<file path="config.mk">
export PLATFORM = sky130hd
export DESIGN_NAME = sar_core
export DESIGN_NICKNAME = d
export VERILOG_FILES = /design/src/core/sar_pkg.sv /design/src/core/sar_core.sv
export SDC_FILE = /design/constraint.sdc
export NUM_CORES = 1
export LEC_CHECK = 0
export ABC_AREA = 1
export BUFFER_PORTS_ARGS = -buffer_cell sky130_fd_sc_hd__buf_2
export CAP_MARGIN = 25
export CORE_MARGIN = 5
export CORE_UTILIZATION = 29
export CTS_BUF_LIST = sky130_fd_sc_hd__clkbuf_4
export CTS_CLUSTER_SIZE = 14
export DETAILED_ROUTE_END_ITERATION = 10
export PLACE_DENSITY = 0.41
export SETUP_SLACK_MARGIN = 0.05
export SLEW_MARGIN = 0
export SYNTH_ARGS = -nofsm -noshare
export SYNTH_HDL_FRONTEND = slang
export SYNTH_HIERARCHICAL = 1
export SYNTH_SLANG_ARGS = --single-unit
</file>
<file path="constraint.sdc">
create_clock -name sys_clk -period 3.2 [get_ports sys_clk]
set_clock_uncertainty 0.1 [all_clocks]
set_input_delay 0.32 -clock sys_clk [delete_from_list [all_inputs] [get_ports sys_clk]]
set_output_delay 0.32 -clock sys_clk [all_outputs]
set_load 0.02 [all_outputs]
</file>
<file path="src/core/sar_pkg.sv">
// constants, types and rule summary for the converter control and serial readout
// Operation
// - convert_start rising edge begins a conversion and powers up the core.
// - a conversion in progress is never restarted by further convert_start edges.
// - busy stays high for the whole conversion, low once it has finished.
// - internal timing finishes each conversion within 412ns, no external clock.
// - on completion the core powers down and tracks the input again.
// - while powered down the previous result can still be shifted out.
// - supply below 1V resets the device; it reinitialises when supply returns.
// - bits shift out only on shift clock edges while the output is enabled.
// - output changes on rising shift edge; host samples falling or next rising.
// - result_msb stays on the output until the first rising shift edge.
// - normal mode: read_enable high floats the output, low drives it.
// - normal mode, read_enable low: new result_msb appears when busy falls; here it waits in the fifo while a read is part done.
// - normal mode: read_enable falling presents stored result_msb at once.
// - chain mode: output always driven, read_enable pin is upstream data.
// - chain mode: upstream bit captured each rising edge, MSB out after 18.
// - result is unsigned straight binary over 18 bits.

package sar_pkg;

    // ==========================================================
    // widths and depths
    localparam int RES_W       = 18;
    localparam int FIFO_DEPTH  = 16;
    localparam int BITS_W      = 5;

    // ==========================================================
    // timing
    localparam int CLK_PERIOD_NS = 50;
    localparam int CONV_MAX_NS   = 412;
    // longest time rounds down
    localparam int CONV_CYC      = CONV_MAX_NS / CLK_PERIOD_NS;
    localparam int CYC_W         = 4;

    // ==========================================================
    // positions of the pin inputs in the synchroniser vector
    localparam int PIN_N     = 5;
    localparam int PIN_CONV  = 0;
    localparam int PIN_SCK   = 1;
    localparam int PIN_RDIN  = 2;
    localparam int PIN_CHAIN = 3;
    localparam int PIN_SUPPLY = 4;

    // ==========================================================
    // reset values
    localparam logic [RES_W-1:0] RESULT_RST = 18'h00000;
    localparam logic [BITS_W-1:0] BITS_RST  = 5'h00;

    // ==========================================================
    // conversion sequencer
    typedef enum logic [1:0]
    {
        SAR_IDLE = 2'b00,
        SAR_CONV = 2'b01,
        SAR_PUSH = 2'b10
    } sar_state_t;

endpackage

</file>
<file path="src/core/sar_core.sv">
// conversion sequencer, result fifo and serial readout shifter
`timescale 1ns/1ps
`default_nettype none

// ==========================================================
// result fifo
module sar_fifo
    import sar_pkg::*;
#(
    parameter int WIDTH = RES_W,
    parameter int DEPTH = FIFO_DEPTH
)
(
    input  wire logic             sys_clk,
    input  wire logic             resetn,
    input  wire logic             flush,
    input  wire logic             in_valid,
    output logic                  in_ready,
    input  wire logic [WIDTH-1:0] in_data,
    output logic                  out_valid,
    input  wire logic             out_ready,
    output logic      [WIDTH-1:0] out_data
);

    // address width; the pointers carry one bit more
    localparam int AW = $clog2(DEPTH);

    generate
        if (DEPTH < 2 || (1 << AW) != DEPTH)
        begin : g_bad_depth
            $error("sar_fifo depth must be a power of two, at least 2");
        end
        if (WIDTH < 1)
        begin : g_bad_width
            $error("sar_fifo width must be positive");
        end
    endgenerate

    typedef struct packed {
        logic [AW:0] wp;
        logic [AW:0] rp;
    } sar_fifo_st_t;

    sar_fifo_st_t     q;
    sar_fifo_st_t     d;
    logic [WIDTH-1:0] mem [DEPTH];
    logic             full;
    logic             empty;
    logic             do_wr;
    logic             do_rd;

    // ==========================================================
    // flags
    // extra pointer bit tells full from empty
    assign full      = (q.wp[AW] != q.rp[AW]) && (q.wp[AW-1:0] == q.rp[AW-1:0]);
    assign empty     = (q.wp == q.rp);
    assign in_ready  = !full;
    assign out_valid = !empty;
    assign out_data  = mem[q.rp[AW-1:0]];
    assign do_wr     = in_valid && !full;
    assign do_rd     = out_ready && !empty;

    // ==========================================================
    // pointers; a flush wins over a write or a read in the same cycle
    always_comb
    begin
        d = q;
        if (do_wr)
        begin
            d.wp = q.wp + 1'b1;
        end
        if (do_rd)
        begin
            d.rp = q.rp + 1'b1;
        end
        if (flush)
        begin
            d.wp = '0;
            d.rp = '0;
        end
    end

    always_ff @(posedge sys_clk)
    begin
        if (!resetn)
        begin
            q <= '0;
        end
        else
        begin
            q <= d;
        end
    end

    // ==========================================================
    // storage is not reset; out_data only matters while out_valid is high
    always_ff @(posedge sys_clk)
    begin
        if (do_wr)
        begin
            mem[q.wp[AW-1:0]] <= in_data;
        end
    end

endmodule

// ==========================================================
// converter top
module sar_core
    import sar_pkg::*;
#(
    parameter int DEPTH = FIFO_DEPTH
)
(
    input  wire logic             sys_clk,
    input  wire logic             resetn,
    input  wire logic             convert_start,
    input  wire logic             sck,
    input  wire logic             read_enable_or_upstream_in,
    input  wire logic             chain_mode,
    input  wire logic             supply_good,
    input  wire logic [RES_W-1:0] conv_code,
    output logic                  busy,
    output logic                  sdo,
    output logic                  sdo_oe,
    output logic                  core_powered
);

    // the sequencer counts down from CONV_CYC-3, the shifter up to RES_W
    generate
        if (CONV_CYC < 3 || CONV_CYC >= (1 << CYC_W))
        begin : g_bad_conv
            $error("sar_core conversion count out of range");
        end
        if (RES_W >= (1 << BITS_W))
        begin : g_bad_bits
            $error("sar_core bit counter too narrow");
        end
    endgenerate

    // s1 and s2 synchronise the pins; prev holds s2 of the cycle before
    typedef struct packed {
        logic [PIN_N-1:0]  s1;
        logic [PIN_N-1:0]  s2;
        logic [PIN_N-1:0]  prev;
        sar_state_t        st;
        logic [CYC_W-1:0]  cyc;
        logic [RES_W-1:0]  result;
        logic [RES_W-1:0]  held;
        logic [RES_W-1:0]  sreg;
        logic [BITS_W-1:0] bits;
        logic              busy;
        logic              sdo;
        logic              oe;
        logic              pwr;
    } sar_core_st_t;

    localparam sar_core_st_t CORE_RST = '{
        s1:     '0,
        s2:     '0,
        prev:   '0,
        st:     SAR_IDLE,
        cyc:    '0,
        result: RESULT_RST,
        held:   RESULT_RST,
        sreg:   RESULT_RST,
        bits:   BITS_RST,
        busy:   1'b0,
        sdo:    1'b0,
        oe:     1'b0,
        pwr:    1'b0
    };

    sar_core_st_t     q;
    sar_core_st_t     d;
    logic             f_in_ready;
    logic             f_out_valid;
    logic             f_out_ready;
    logic [RES_W-1:0] f_out_data;
    logic             conv_rise;
    logic             sck_rise;
    logic             rd_fall;
    logic             chain;
    logic             enabled;
    logic             mid_read;
    logic             supply_lost;

    assign conv_rise   = q.s2[PIN_CONV] && !q.prev[PIN_CONV];
    // sck is slow against sys_clk, so one pin edge gives one detected pulse
    assign sck_rise    = q.s2[PIN_SCK] && !q.prev[PIN_SCK];
    assign rd_fall     = !q.s2[PIN_RDIN] && q.prev[PIN_RDIN];
    assign chain       = q.s2[PIN_CHAIN];
    assign enabled     = chain || !q.s2[PIN_RDIN];
    assign supply_lost = !q.s2[PIN_SUPPLY];
    // a partly shifted word is not overwritten by the next result
    // the fifo holds results meanwhile; after the read they load one per cycle, so only the last one stays
    assign mid_read    = (q.bits != BITS_RST) && (q.bits < BITS_W'(RES_W));
    assign f_out_ready = !mid_read && !supply_lost;

    sar_fifo #(
        .WIDTH (RES_W),
        .DEPTH (DEPTH)
    ) u_fifo (
        .sys_clk   (sys_clk),
        .resetn    (resetn),
        .flush     (supply_lost),
        .in_valid  (q.st == SAR_PUSH),
        .in_ready  (f_in_ready),
        .in_data   (q.result),
        .out_valid (f_out_valid),
        .out_ready (f_out_ready),
        .out_data  (f_out_data)
    );

    always_comb
    begin
        d      = q;

        // ==========================================================
        // pin synchronisers, then one more flop to find edges
        d.s1   = {supply_good, chain_mode, read_enable_or_upstream_in, sck, convert_start};
        d.s2   = q.s1;
        d.prev = q.s2;

        // ==========================================================
        // conversion sequencer
        unique case (q.st)
            SAR_IDLE:
            begin
                if (q.busy)
                begin
                    // unless a read is part done, the pushed word reaches the shifter on this edge, so busy falls
                    // together with result_msb appearing on sdo
                    // a start edge seen now is dropped: the run is not complete yet
                    d.busy = 1'b0;
                end
                else if (conv_rise)
                begin
                    d.st   = SAR_CONV;
                    // one cycle pushes and one drops busy, so busy lasts CONV_CYC cycles
                    d.cyc  = CYC_W'(CONV_CYC - 3);
                    d.busy = 1'b1;
                    d.pwr  = 1'b1;
                end
            end
            SAR_CONV:
            begin
                // start edges are not looked at here
                if (q.cyc == '0)
                begin
                    d.st     = SAR_PUSH;
                    d.result = conv_code;
                    d.pwr    = 1'b0;
                end
                else
                begin
                    d.cyc = q.cyc - 1'b1;
                end
            end
            SAR_PUSH:
            begin
                // a full fifo keeps busy high until room appears
                // busy itself drops on the next edge, when the word can reach the shifter
                if (f_in_ready)
                begin
                    d.st = SAR_IDLE;
                end
            end
            default:
            begin
                d.st = SAR_IDLE;
            end
        endcase

        // ==========================================================
        // readout shifter
        // a new word wins over a shift edge in the same cycle; that edge is lost
        if (f_out_valid && f_out_ready)
        begin
            d.sreg = f_out_data;
            d.held = f_out_data;
            d.bits = BITS_RST;
        end
        else if (sck_rise && enabled)
        begin
            // msb first, upstream bit enters at the bottom in chain mode
            d.sreg = {q.sreg[RES_W-2:0], chain && q.s2[PIN_RDIN]};
            if (q.bits < BITS_W'(RES_W))
            begin
                d.bits = q.bits + 1'b1;
            end
        end
        else if (!chain && rd_fall)
        begin
            d.sreg = q.held;
            d.bits = BITS_RST;
        end

        // until the first rising edge the msb simply stays put
        d.sdo = d.sreg[RES_W-1];
        // sdo_oe follows the pin levels, not the sck edges
        d.oe  = chain || !q.s2[PIN_RDIN];

        // ==========================================================
        // supply loss puts the core back to its initial state
        // the fifo is emptied through its flush input in the same cycle
        if (supply_lost)
        begin
            d.st     = SAR_IDLE;
            d.cyc    = '0;
            d.busy   = 1'b0;
            d.pwr    = 1'b0;
            d.result = RESULT_RST;
            d.held   = RESULT_RST;
            d.sreg   = RESULT_RST;
            d.bits   = BITS_RST;
            d.sdo    = 1'b0;
        end
    end

    always_ff @(posedge sys_clk)
    begin
        if (!resetn)
        begin
            q <= CORE_RST;
        end
        else
        begin
            q <= d;
        end
    end

    // ==========================================================
    // outputs straight from the state register
    assign busy         = q.busy;
    assign sdo          = q.sdo;
    assign sdo_oe       = q.oe;
    assign core_powered = q.pwr;

endmodule

`default_nettype wire

</file>
==> results of run 1 <==
Yosys cell counts, drive strengths merged (9+ instances only):
library cell | n | area (um^2)
nand4 | 18 | 113
ha | 9 | 113
a21oi | 112 | 561
clkbuf | 30 | 113
o211ai | 72 | 541
buf | 55 | 344
nand2 | 270 | 1030
nor2 | 98 | 375
nand3 | 148 | 773
o21ai | 95 | 475
nand3b | 18 | 154
inv | 209 | 785
dfxtp | 95 | 1900
edfxtp | 288 | 8650
per-layer routing:
metal | GRT usage | up-vias | routed length [um]
met5 | 0 | - | 0
met4 | 0.0611 | 0 | 1230
met3 | 0.0308 | 72 | 1850
met2 | 0.221 | 241 | 19200
met1 | 0.179 | 5243 | 19000
li1 | - | 5544 | -
sequential cells by signal, indices dropped and copies added (netlist names), named ones only:
signal and count:
u_fifo/q 10, u_fifo/mem 288, d 9, busy 1, q 68, core_powered 1, chain 1, sdo_oe 1
per-stage QoR:
step | area (um^2) | cells | util | worst slack [ps] | hold slack (ps)
3_3_place_gp | 17000 | 2255 | 0.309 | 377 | 295
2_1_floorplan | 16100 | 1536 | - | 590 | 290
3_5_place_dp | 17100 | 2262 | 0.312 | 363 | 297
6_report | 18800 | 2485 | 0.342 | 525 | 159
5_1_grt | 18800 | 2481 | 0.342 | 269 | 110
4_1_cts | 18800 | 2477 | 0.341 | 339 | 54.2
final timing paths:
kind | from | end | slack [ps] | cells after the start
setup / recovery | u_fifo/q[5]$_SDFFE_PP0P_ | u_fifo/mem[5][4]$_DFFE_PP_ | 520 | 9
setup reg to reg | u_fifo/q[5]$_SDFFE_PP0P_ | u_fifo/mem[5][4]$_DFFE_PP_ | 520 | 9
hold reg to reg | d[75]$_SDFF_PN0_ | d[70]$_SDFF_PN0_ | 310 | 2
hold / removal | conv_code[12] | q[57]$_SDFFE_PN0P_ | 160 | 4
cell usage in the layout (no fill, tap or decap), types with 2 or more instances in the layout:
master         instances
nor3_2                 3
nand3_1              143
nor3_1                 3
o21ai_1                2
clkinv_4               2
dfxtp_1               92
nand3b_2               5
xor2_1                 4
o211ai_1              72
dlygate4sd3_1         29
buf_8                  9
nor2_2                15
buf_4                 22
a21oi_1              112
edfxtp_1             288
buf_2                 28
inv_1                208
o21ai_0               93
nand3b_1              13
nand4_1               18
diode_2                5
dfxtp_4                2
nand2_2                3
nand2_1              266
nor2_1                83
ha_1                   9
buf_12                 6
clkinv_1              19
clkinvlp_4             3
clkbuf_4             164
inv_2                  2
nand3_2                4
cell type report:
class                   count  area (um^2)  area share
inverters                 213          813      0.0432
well taps                 748          936      0.0497
clock buffers             164         1230      0.0654
repair buffers             95          878      0.0467
multi-input cells         855         4280       0.227
clock inverters            22          104     0.00552
flip-flops and latches    383        10600       0.561
diodes                      5         12.5    0.000665
cell families after synthesis:
| kind of cell | count (synthesis) | synth area share |
|---|---|---|
| xor gates and xnor gates | 5 | 0.00273 |
| DFF | 383 | 0.657 |
| buffers and inverters | 298 | 0.0791 |
| adders and majority gates | 9 | 0.00701 |
| and+or+nand+nor | 560 | 0.155 |
| AOI/OAI and AO/OA | 281 | 0.0991 |
what timing repair did:
item,in CTS,in global routing
buffers inserted,0,0
hold buffers,29,0
hold endpoints to repair,46,0
critical path, cell delays in order, from the launching register on:
cell     delay (ps)
dfxtp_1         360
inv_1           140
nand2_1          70
nand2_1          60
nor2_1           70
nand3_2         220
nand2_1         190
inv_1           140
nand2_1         170
nor2_2          770
where the power goes:
group	internal, mW	switching (mW)
combinational	0.0656	0.0758
clock	2.31	2.02
sequential	5.28	0.00495
total	7.65	2.11
==> impl_metrics.toml, run 1 <==
[status]
outcome = "complete, no violations"

[sta]
relSlewSlack = 0.362
max_clock_freq_mhz = 374
finalHoldViolCount = 0
fin_crit_ps = 2680
tightest_slew_ps = 956
rsz0062_at_grt = "no"
finalSetupTns_ps = 0
setup_viol = 0
drv_slew = 0
period_share = 0.836

[power]
ir_worst_vdd_v = 0.000235
power.total_mw = 9.76
leakage_nw = 6.99
pwr_density_cell_nw_per_um2 = 519

[yosys]
synth_edf_count = 288
synth-seq-area-share = 0.657
syn_avg_cell_area_um2 = 10.5
yosys_register_bits = 383
synthFlopType = "edfxtp_1"
async_reset_ff_frac = 0
syn_inst = 1536
synthDistinctLibCells = 34
ys_warn_count = 6
synthesis.nets = 1570
syn-cell-area_um2 = 16100

[detailed_routing]
firstDrtPassIters = 7
drt-vias-per-instance = 4.47
vias = 11100
wl_per_cell_um = 16.6
routed_wl_mm = 41.3
ant_nets = 0
drc = 0
dr.first_iter.drc_count = 686

[clock_network]
clk_pin_slew_ps = 60
cts_buffer_depth = 3
tritoncts = "yes"
cts_buffers = 104
cts_root_buf = "clkbuf_4"
cts.sinks = 383
clk_latency_ps = 820
ctsResizeCount = 0
htreeDepth = 3

[critical_path]
crit_arrival_ps = 2990
start_kind = "flop"
critPathKind = "flop to flop"
worstPathRequired_ps = 3510
end_kind = "flop"
path_max_fanout = 18

[placement]
port_buffers = 28
dp_hpwl_mm = 25.4
place.gp.congestion = 0.793

[die]
die_x_um = 245
die_area_um2 = 60200
start_util = 0.292
io_pins = 29
die_h_um = 245
core_area_um2 = 55000
rows = 86

[flow_run]
maxCapViolations = 0

[global_routing]
first_global_vias = 11083
grt-ovfl-total = 0
grt_pass1_wl_mm = 64.0
track_usage = 0.138
grt_max_degree = 90
antenna_found_initial = 1

[finish]
num-nets-final = 1686
area_delta_synth_final_pct = 17.2
fill_cells = 5614
final_layout_size_suffix_gt1_frac = 0.158

[hold_path]
hold_class = "primary input to flop"
Note: power is estimated with default switching activity, not from simulation.
==> inputs of run 2 (changes only) <==
Settings changed: ABC_AREA 1 to 0, PLACE_DENSITY 0.41 to 0.42.
Clock period 3.2 ns to 2.43 ns, I/O delays scaled along.
==> run 2 against run 1 <==
  * Worst hold slack lost 40 ps
  * Setup slack lost 290 ps
  * Clock-buffer cell count grew 5
  * Wire length shrank 8.3%
  * Utilization grew 1.1 points
  * Combinational power grew 9%
  * Total power grew 35%
  * Critical path type unchanged
  * Critical path depth shrank 3
  * Flip-flop and latch count is the same
  * Register-to-register slack lost 290 ps
  * Non-clock buffer count grew 19
  * Cell count shrank 26%
==> impl_metrics.toml, run 2 <==
[clock_network]
htreeDepth = 3
clk_latency_ps = 830
cts.sinks = 383
cts_root_buf = "clkbuf_4"
clk_pin_slew_ps = 70
cts_buffer_depth = 3
cts_setup_buffers = 0
cts_buffers = 104
tritoncts = "yes"

[placement]
port_buffers = 28
dp_hpwl_mm = 21.3
place.gp.congestion = 0.716

[yosys]
yosysTopAreaCell = "edfxtp_1"
synth-seq-area-share = 0.693
syn-cell-area_um2 = 15200
synth_top_area_share = 0.568
synth_edf_count = 288
synthDistinctLibCells = 55
async_reset_ff_frac = 0
ys_warn_count = 6
yosys_register_bits = 383
synth.most_common_cell = "edfxtp_1"
synthFlopType = "edfxtp_1"
synth.top_cells.by_count = "edfxtp_1 (288), dfxtp_1 (95), nand2_1 (90)"
syn_inst = 879
syn_avg_cell_area_um2 = 17.3
synthesis.nets = 913
synthTopCellsByArea = "edfxtp_1 (57%), dfxtp_1 (12%), mux4_2 (8.6%)"

[sta]
relSlewSlack = 0.562
period_share = 0.904
drv_slew = 0
finalHoldViolCount = 0
tightest_slew_ps = 653
finalSetupTns_ps = 0
setup_viol = 0
max_clock_freq_mhz = 455
rsz0062_at_grt = "no"
fin_crit_ps = 2200

[finish]
final_cell_mix = "edfxtp_1 (288), clkbuf_4 (169), dfxtp_1 (93)"
num-nets-final = 1088
final_common_cell = "edfxtp_1"
area_delta_synth_final_pct = 21.5
final_layout_size_suffix_gt1_frac = 0.302
largest_reg_flops = 288

[detailed_routing]
dr.first_iter.drc_count = 497
routed_wl_mm = 37.9
drc = 0
wl_per_cell_um = 20.6
vias = 8494
drt-vias-per-instance = 4.62
firstDrtPassIters = 5
ant_nets = 0

[critical_path]
slowest_delay_ps = 550
critPathKind = "flop to flop"
r2r_slack_ps = 230
worst_path_max_delay_cell = "xnor2_1"
path_max_fanout = 12
end_kind = "flop"
start_kind = "flop"
r2r-start = "u_fifo/q[9]$_SDFFE_PP0P_"
worstPathRequired_ps = 3030
crit_path_frequent_cell = "nand2_1"
crit_path_cell_trace = "xnor2_1 -> nand2_1 -> o211ai_4 -> buf_4 -> nand2_1 -> a21oi_1"
reg2reg_depth = 6
r2r-end = "q[38]$_SDFFE_PN0P_"
crit_arrival_ps = 2800

[global_routing]
track_usage = 0.133
grt_pass1_wl_mm = 55.9
antenna_found_initial = 3
first_global_vias = 8776
grt-ovfl-total = 0
grt_max_degree = 36

[hold_path]
hold_depth = 4
holdPathEnd = "q[61]$_SDFFE_PN0P_"
min_from = "conv_code[16]"
hold_class = "primary input to flop"

[power]
pwr_density_cell_nw_per_um2 = 714
power.total_mw = 13.2
ir_worst_vdd_v = 0.000264
leakage_nw = 5.23

[die]
die_area_um2 = 57200
io_pins = 29
core_area_um2 = 52300
start_util = 0.291
rows = 84
die_x_um = 239
die_h_um = 239

[flow_run]
maxCapViolations = 0

[status]
outcome = "complete, no violations"
[run 2: cell count changes in the layout (fill, tap and decap cells not counted), sizes merged, moves of 68 or more]
| cell | previous run | this run |
|---|---|---|
| inv | 210 | 12 |
| mux4 | 0 | 90 |
| nand2 | 270 | 91 |
| nand3 | 148 | 30 |
| nor2 | 98 | 11 |
| o211ai | 72 | 4 |
| o21ai | 95 | 26 |
[run 2: logic make-up (layout without fill, tap and decap cells)]
family | after synthesis | count (layout) | synth area share
mux | 132 | 132 | 0.170
other cells | 0 | 5 | 0
simple gates | 201 | 201 | 0.0663
fa+ha+maj | 9 | 9 | 0.00739
buf+inv | 55 | 320 | 0.0237
xor+xnor | 9 | 9 | 0.00518
flops | 383 | 383 | 0.693
compound gates | 90 | 90 | 0.0348
[run 2: per-stage QoR]
| stage | instances | setup slack, ps | cell area [um^2] | hold slack [ps] | utilization |
|---|---|---|---|---|---|
| after floorplan | 879 | 117 | 15200 | 265 | - |
| after global placement | 1602 | 280 | 16700 | 326 | 0.319 |
| after detailed placement | 1602 | 264 | 16700 | 325 | 0.319 |
| after CTS | 1832 | 236 | 18500 | 18.6 | 0.353 |
| after global routing | 1837 | 87.0 | 18500 | 52.3 | 0.354 |
| final | 1837 | 234 | 18500 | 119 | 0.354 |
[run 2: power by group]
| group | internal (mW) | switching (mW) | total (mW) |
|---|---|---|---|
| Clock | 3.45 | 2.65 | 6.10 |
| Sequential | 6.95 | 0.00669 | 6.95 |
| Combinational | 0.0804 | 0.0727 | 0.153 |
[run 2: worst max-delay path: cells and delay by family, from the launching register on]
family / cells / cell delay [ps]
xor gates and xnor gates: 1 / 550
buffers and inverters: 1 / 320
and+or+nand+nor: 2 / 360
DFF: 1 / 370
AOI/OAI and AO/OA: 2 / 350
[run 2: per-layer routing]
layer / GRT usage / share of wire
met4: 0.0474 / 0.023
met2: 0.224 / 0.50
met3: 0.0334 / 0.044
met1: 0.168 / 0.43
met5: 0 / 0
[run 2: worst max path at each step]
stage / from / end / slack, ps / cells past startpoint
4_1_cts: u_fifo/q[3]$_SDFFE_PP0P_ / u_fifo/mem[11][9]$_DFFE_PP_ / 240 / 6
6_report: u_fifo/q[9]$_SDFFE_PP0P_ / q[38]$_SDFFE_PN0P_ / 230 / 6
3_3_place_gp: u_fifo/q[3]$_SDFFE_PP0P_ / u_fifo/mem[2][6]$_DFFE_PP_ / 280 / 6
5_1_grt: u_fifo/q[7]$_SDFFE_PP0P_ / q[38]$_SDFFE_PN0P_ / 90 / 7
2_1_floorplan: u_fifo/q[8]$_SDFFE_PP0P_ / u_fifo/mem[3][0]$_DFFE_PP_ / 120 / 7
3_5_place_dp: flop / q[18]$_SDFFE_PN0P_ / 260 / 5
[run 2: repair_timing]
action / CTS / global route
endpoints found under the hold margin: 37 / 0
setup endpoints to repair: 0 / 0
gates resized for setup: 0 / 0
hold buffers: 34 / 0
[run 2: cell type report]
class / instances / area, um^2
fill: 5109 / 33800
sequential: 383 / 10600
multi-input combinational: 441 / 4330
clock buffer: 169 / 1270
timing repair buffer: 114 / 1250
tap: 688 / 861
clock inverter: 27 / 188
inverter: 10 / 37.5
antenna: 5 / 12.5
==> inputs of run 3 (changes only) <==
Settings changed: RECOVER_POWER from default to 100.
==> run 3 against run 2 <==
  * Non-clock buffer count stayed put
  * Design area fell by 0.39%
  * Cell count unchanged
  * Maximum frequency shrank 2.3%
  * Global-route usage did not move
==> impl_metrics.toml, run 3 (synthesis results as in run 2) <==
[die]
die_h_um = 239
core_area_um2 = 52300
io_pins = 29
start_util = 0.291
die_area_um2 = 57200
rows = 84
die_x_um = 239

[status]
outcome = "complete, no violations"

[clock_network]
clk_latency_ps = 830
cts_hold_buf = 34
ctsResizeCount = 0
cts_setup_buffers = 0
clk_pin_slew_ps = 60
htreeDepth = 3
cts_root_buf = "clkbuf_4"
cts.sinks = 383
cts_buffers = 104
cts_buffer_depth = 3
tritoncts = "yes"

[detailed_routing]
firstDrtPassIters = 4
dr.first_iter.drc_count = 440
vias = 8481
wl_per_cell_um = 20.6
routed_wl_mm = 37.9
drt-vias-per-instance = 4.62
ant_nets = 0
drc = 0

[placement]
place.gp.congestion = 0.716
port_buffers = 28
placed_area_um2 = 16700
dp_hpwl_mm = 21.3

[power]
pwr_density_cell_nw_per_um2 = 716
leakage_nw = 5.20
ir_worst_vdd_v = 0.000261
power.total_mw = 13.2

[sta]
finalSetupTns_ps = 0
rsz0062_at_grt = "no"
finalHoldViolCount = 0
tightest_slew_ps = 763
max_clock_freq_mhz = 445
fin_crit_ps = 2250
drv_slew = 0
setup_viol = 0
relSlewSlack = 0.492
period_share = 0.925

[finish]
num-nets-final = 1088
seqCellArea_um2 = 10600
multi_input_comb_area_um2 = 4320
final_cell_mix = "edfxtp_1 (288), clkbuf_4 (171), dfxtp_1 (93)"
final_layout_size_suffix_gt1_frac = 0.295
finish.instance_area_um2 = 18400
fill_cells = 5123
final_common_cell = "edfxtp_1"
area_delta_synth_final_pct = 21.0
largest_reg_flops = 288

[critical_path]
end_kind = "flop"
worstSetupEndpoint = "u_fifo/mem[9][9]$_DFFE_PP_"
crit_arrival_ps = 2590
start_kind = "flop"
r2r-start = "u_fifo/q[3]$_SDFFE_PP0P_"
worstPathRequired_ps = 2770
r2r_slack_ps = 180
critPathKind = "flop to flop"
r2r-end = "u_fifo/mem[9][9]$_DFFE_PP_"
cp-startpoint = "u_fifo/q[3]$_SDFFE_PP0P_"
reg2reg_depth = 6
path_max_fanout = 18

[global_routing]
track_usage = 0.133
antenna_found_initial = 4
grt-ovfl-total = 0
grt_pass1_wl_mm = 55.9
grt_max_degree = 36
first_global_vias = 8776

[flow_run]
maxCapViolations = 0

[hold_path]
hold_class = "primary input to flop"
## run 3: worst min path at each step
stage,startpoint,endpoint,slack [ps],depth (start not counted)
after floorplan,resetn,d[71]$_SDFF_PN0_,260,1
final,conv_code[1],q[46]$_SDFFE_PN0P_,120,4
after CTS,conv_code[16],q[61]$_SDFFE_PN0P_,20,4
after global routing,conv_code[14],q[59]$_SDFFE_PN0P_,50,4
after global placement,d[76]$_SDFF_PN0_,d[71]$_SDFF_PN0_,330,1
after detailed placement,d[76]$_SDFF_PN0_,d[71]$_SDFF_PN0_,330,1
## run 3: critical path: stages, from the launching register on
cell	delay, ps
dfxtp_1	400
xnor2_1	110
and4_1	310
a21oi_1	300
buf_12	180
and3_1	170
buf_6	290
## run 3: metrics by stage
stage          worst slack (ps)  hold slack [ps]   util  instances
2_1_floorplan               117              265      -        879
3_3_place_gp                280              326  0.319       1602
3_5_place_dp                264              325  0.319       1602
4_1_cts                     236             18.6  0.353       1832
5_1_grt                    48.5             52.3  0.352       1837
6_report                    182              120  0.352       1837
## run 3: layout make-up
| type | count | share of cell area |
|---|---|---|
| clock buffers | 169 | 0.0688 |
| flip-flops and latches | 383 | 0.573 |
| well taps | 688 | 0.0467 |
| multi-input cells | 441 | 0.234 |
| diodes | 5 | 0.000679 |
| repair buffers | 114 | 0.0645 |
| inverters | 10 | 0.00204 |
| clock inverters | 27 | 0.0102 |
## run 3: routing by layer
metal | share of wire | wire (um) | up-vias | global-route usage
li1 | - | - | 3902 | -
met5 | 0 | 0 | - | 0
met3 | 0.043 | 1640 | 70 | 0.0334
met4 | 0.023 | 862 | 0 | 0.0474
met1 | 0.43 | 16400 | 4326 | 0.168
met2 | 0.50 | 19000 | 183 | 0.224
## run 3: power by group
part           leakage [nW]  switching [mW]  internal [mW]
logic                  1.49          0.0725         0.0782
registers              2.84         0.00643           6.95
clock network         0.870            2.64           3.45
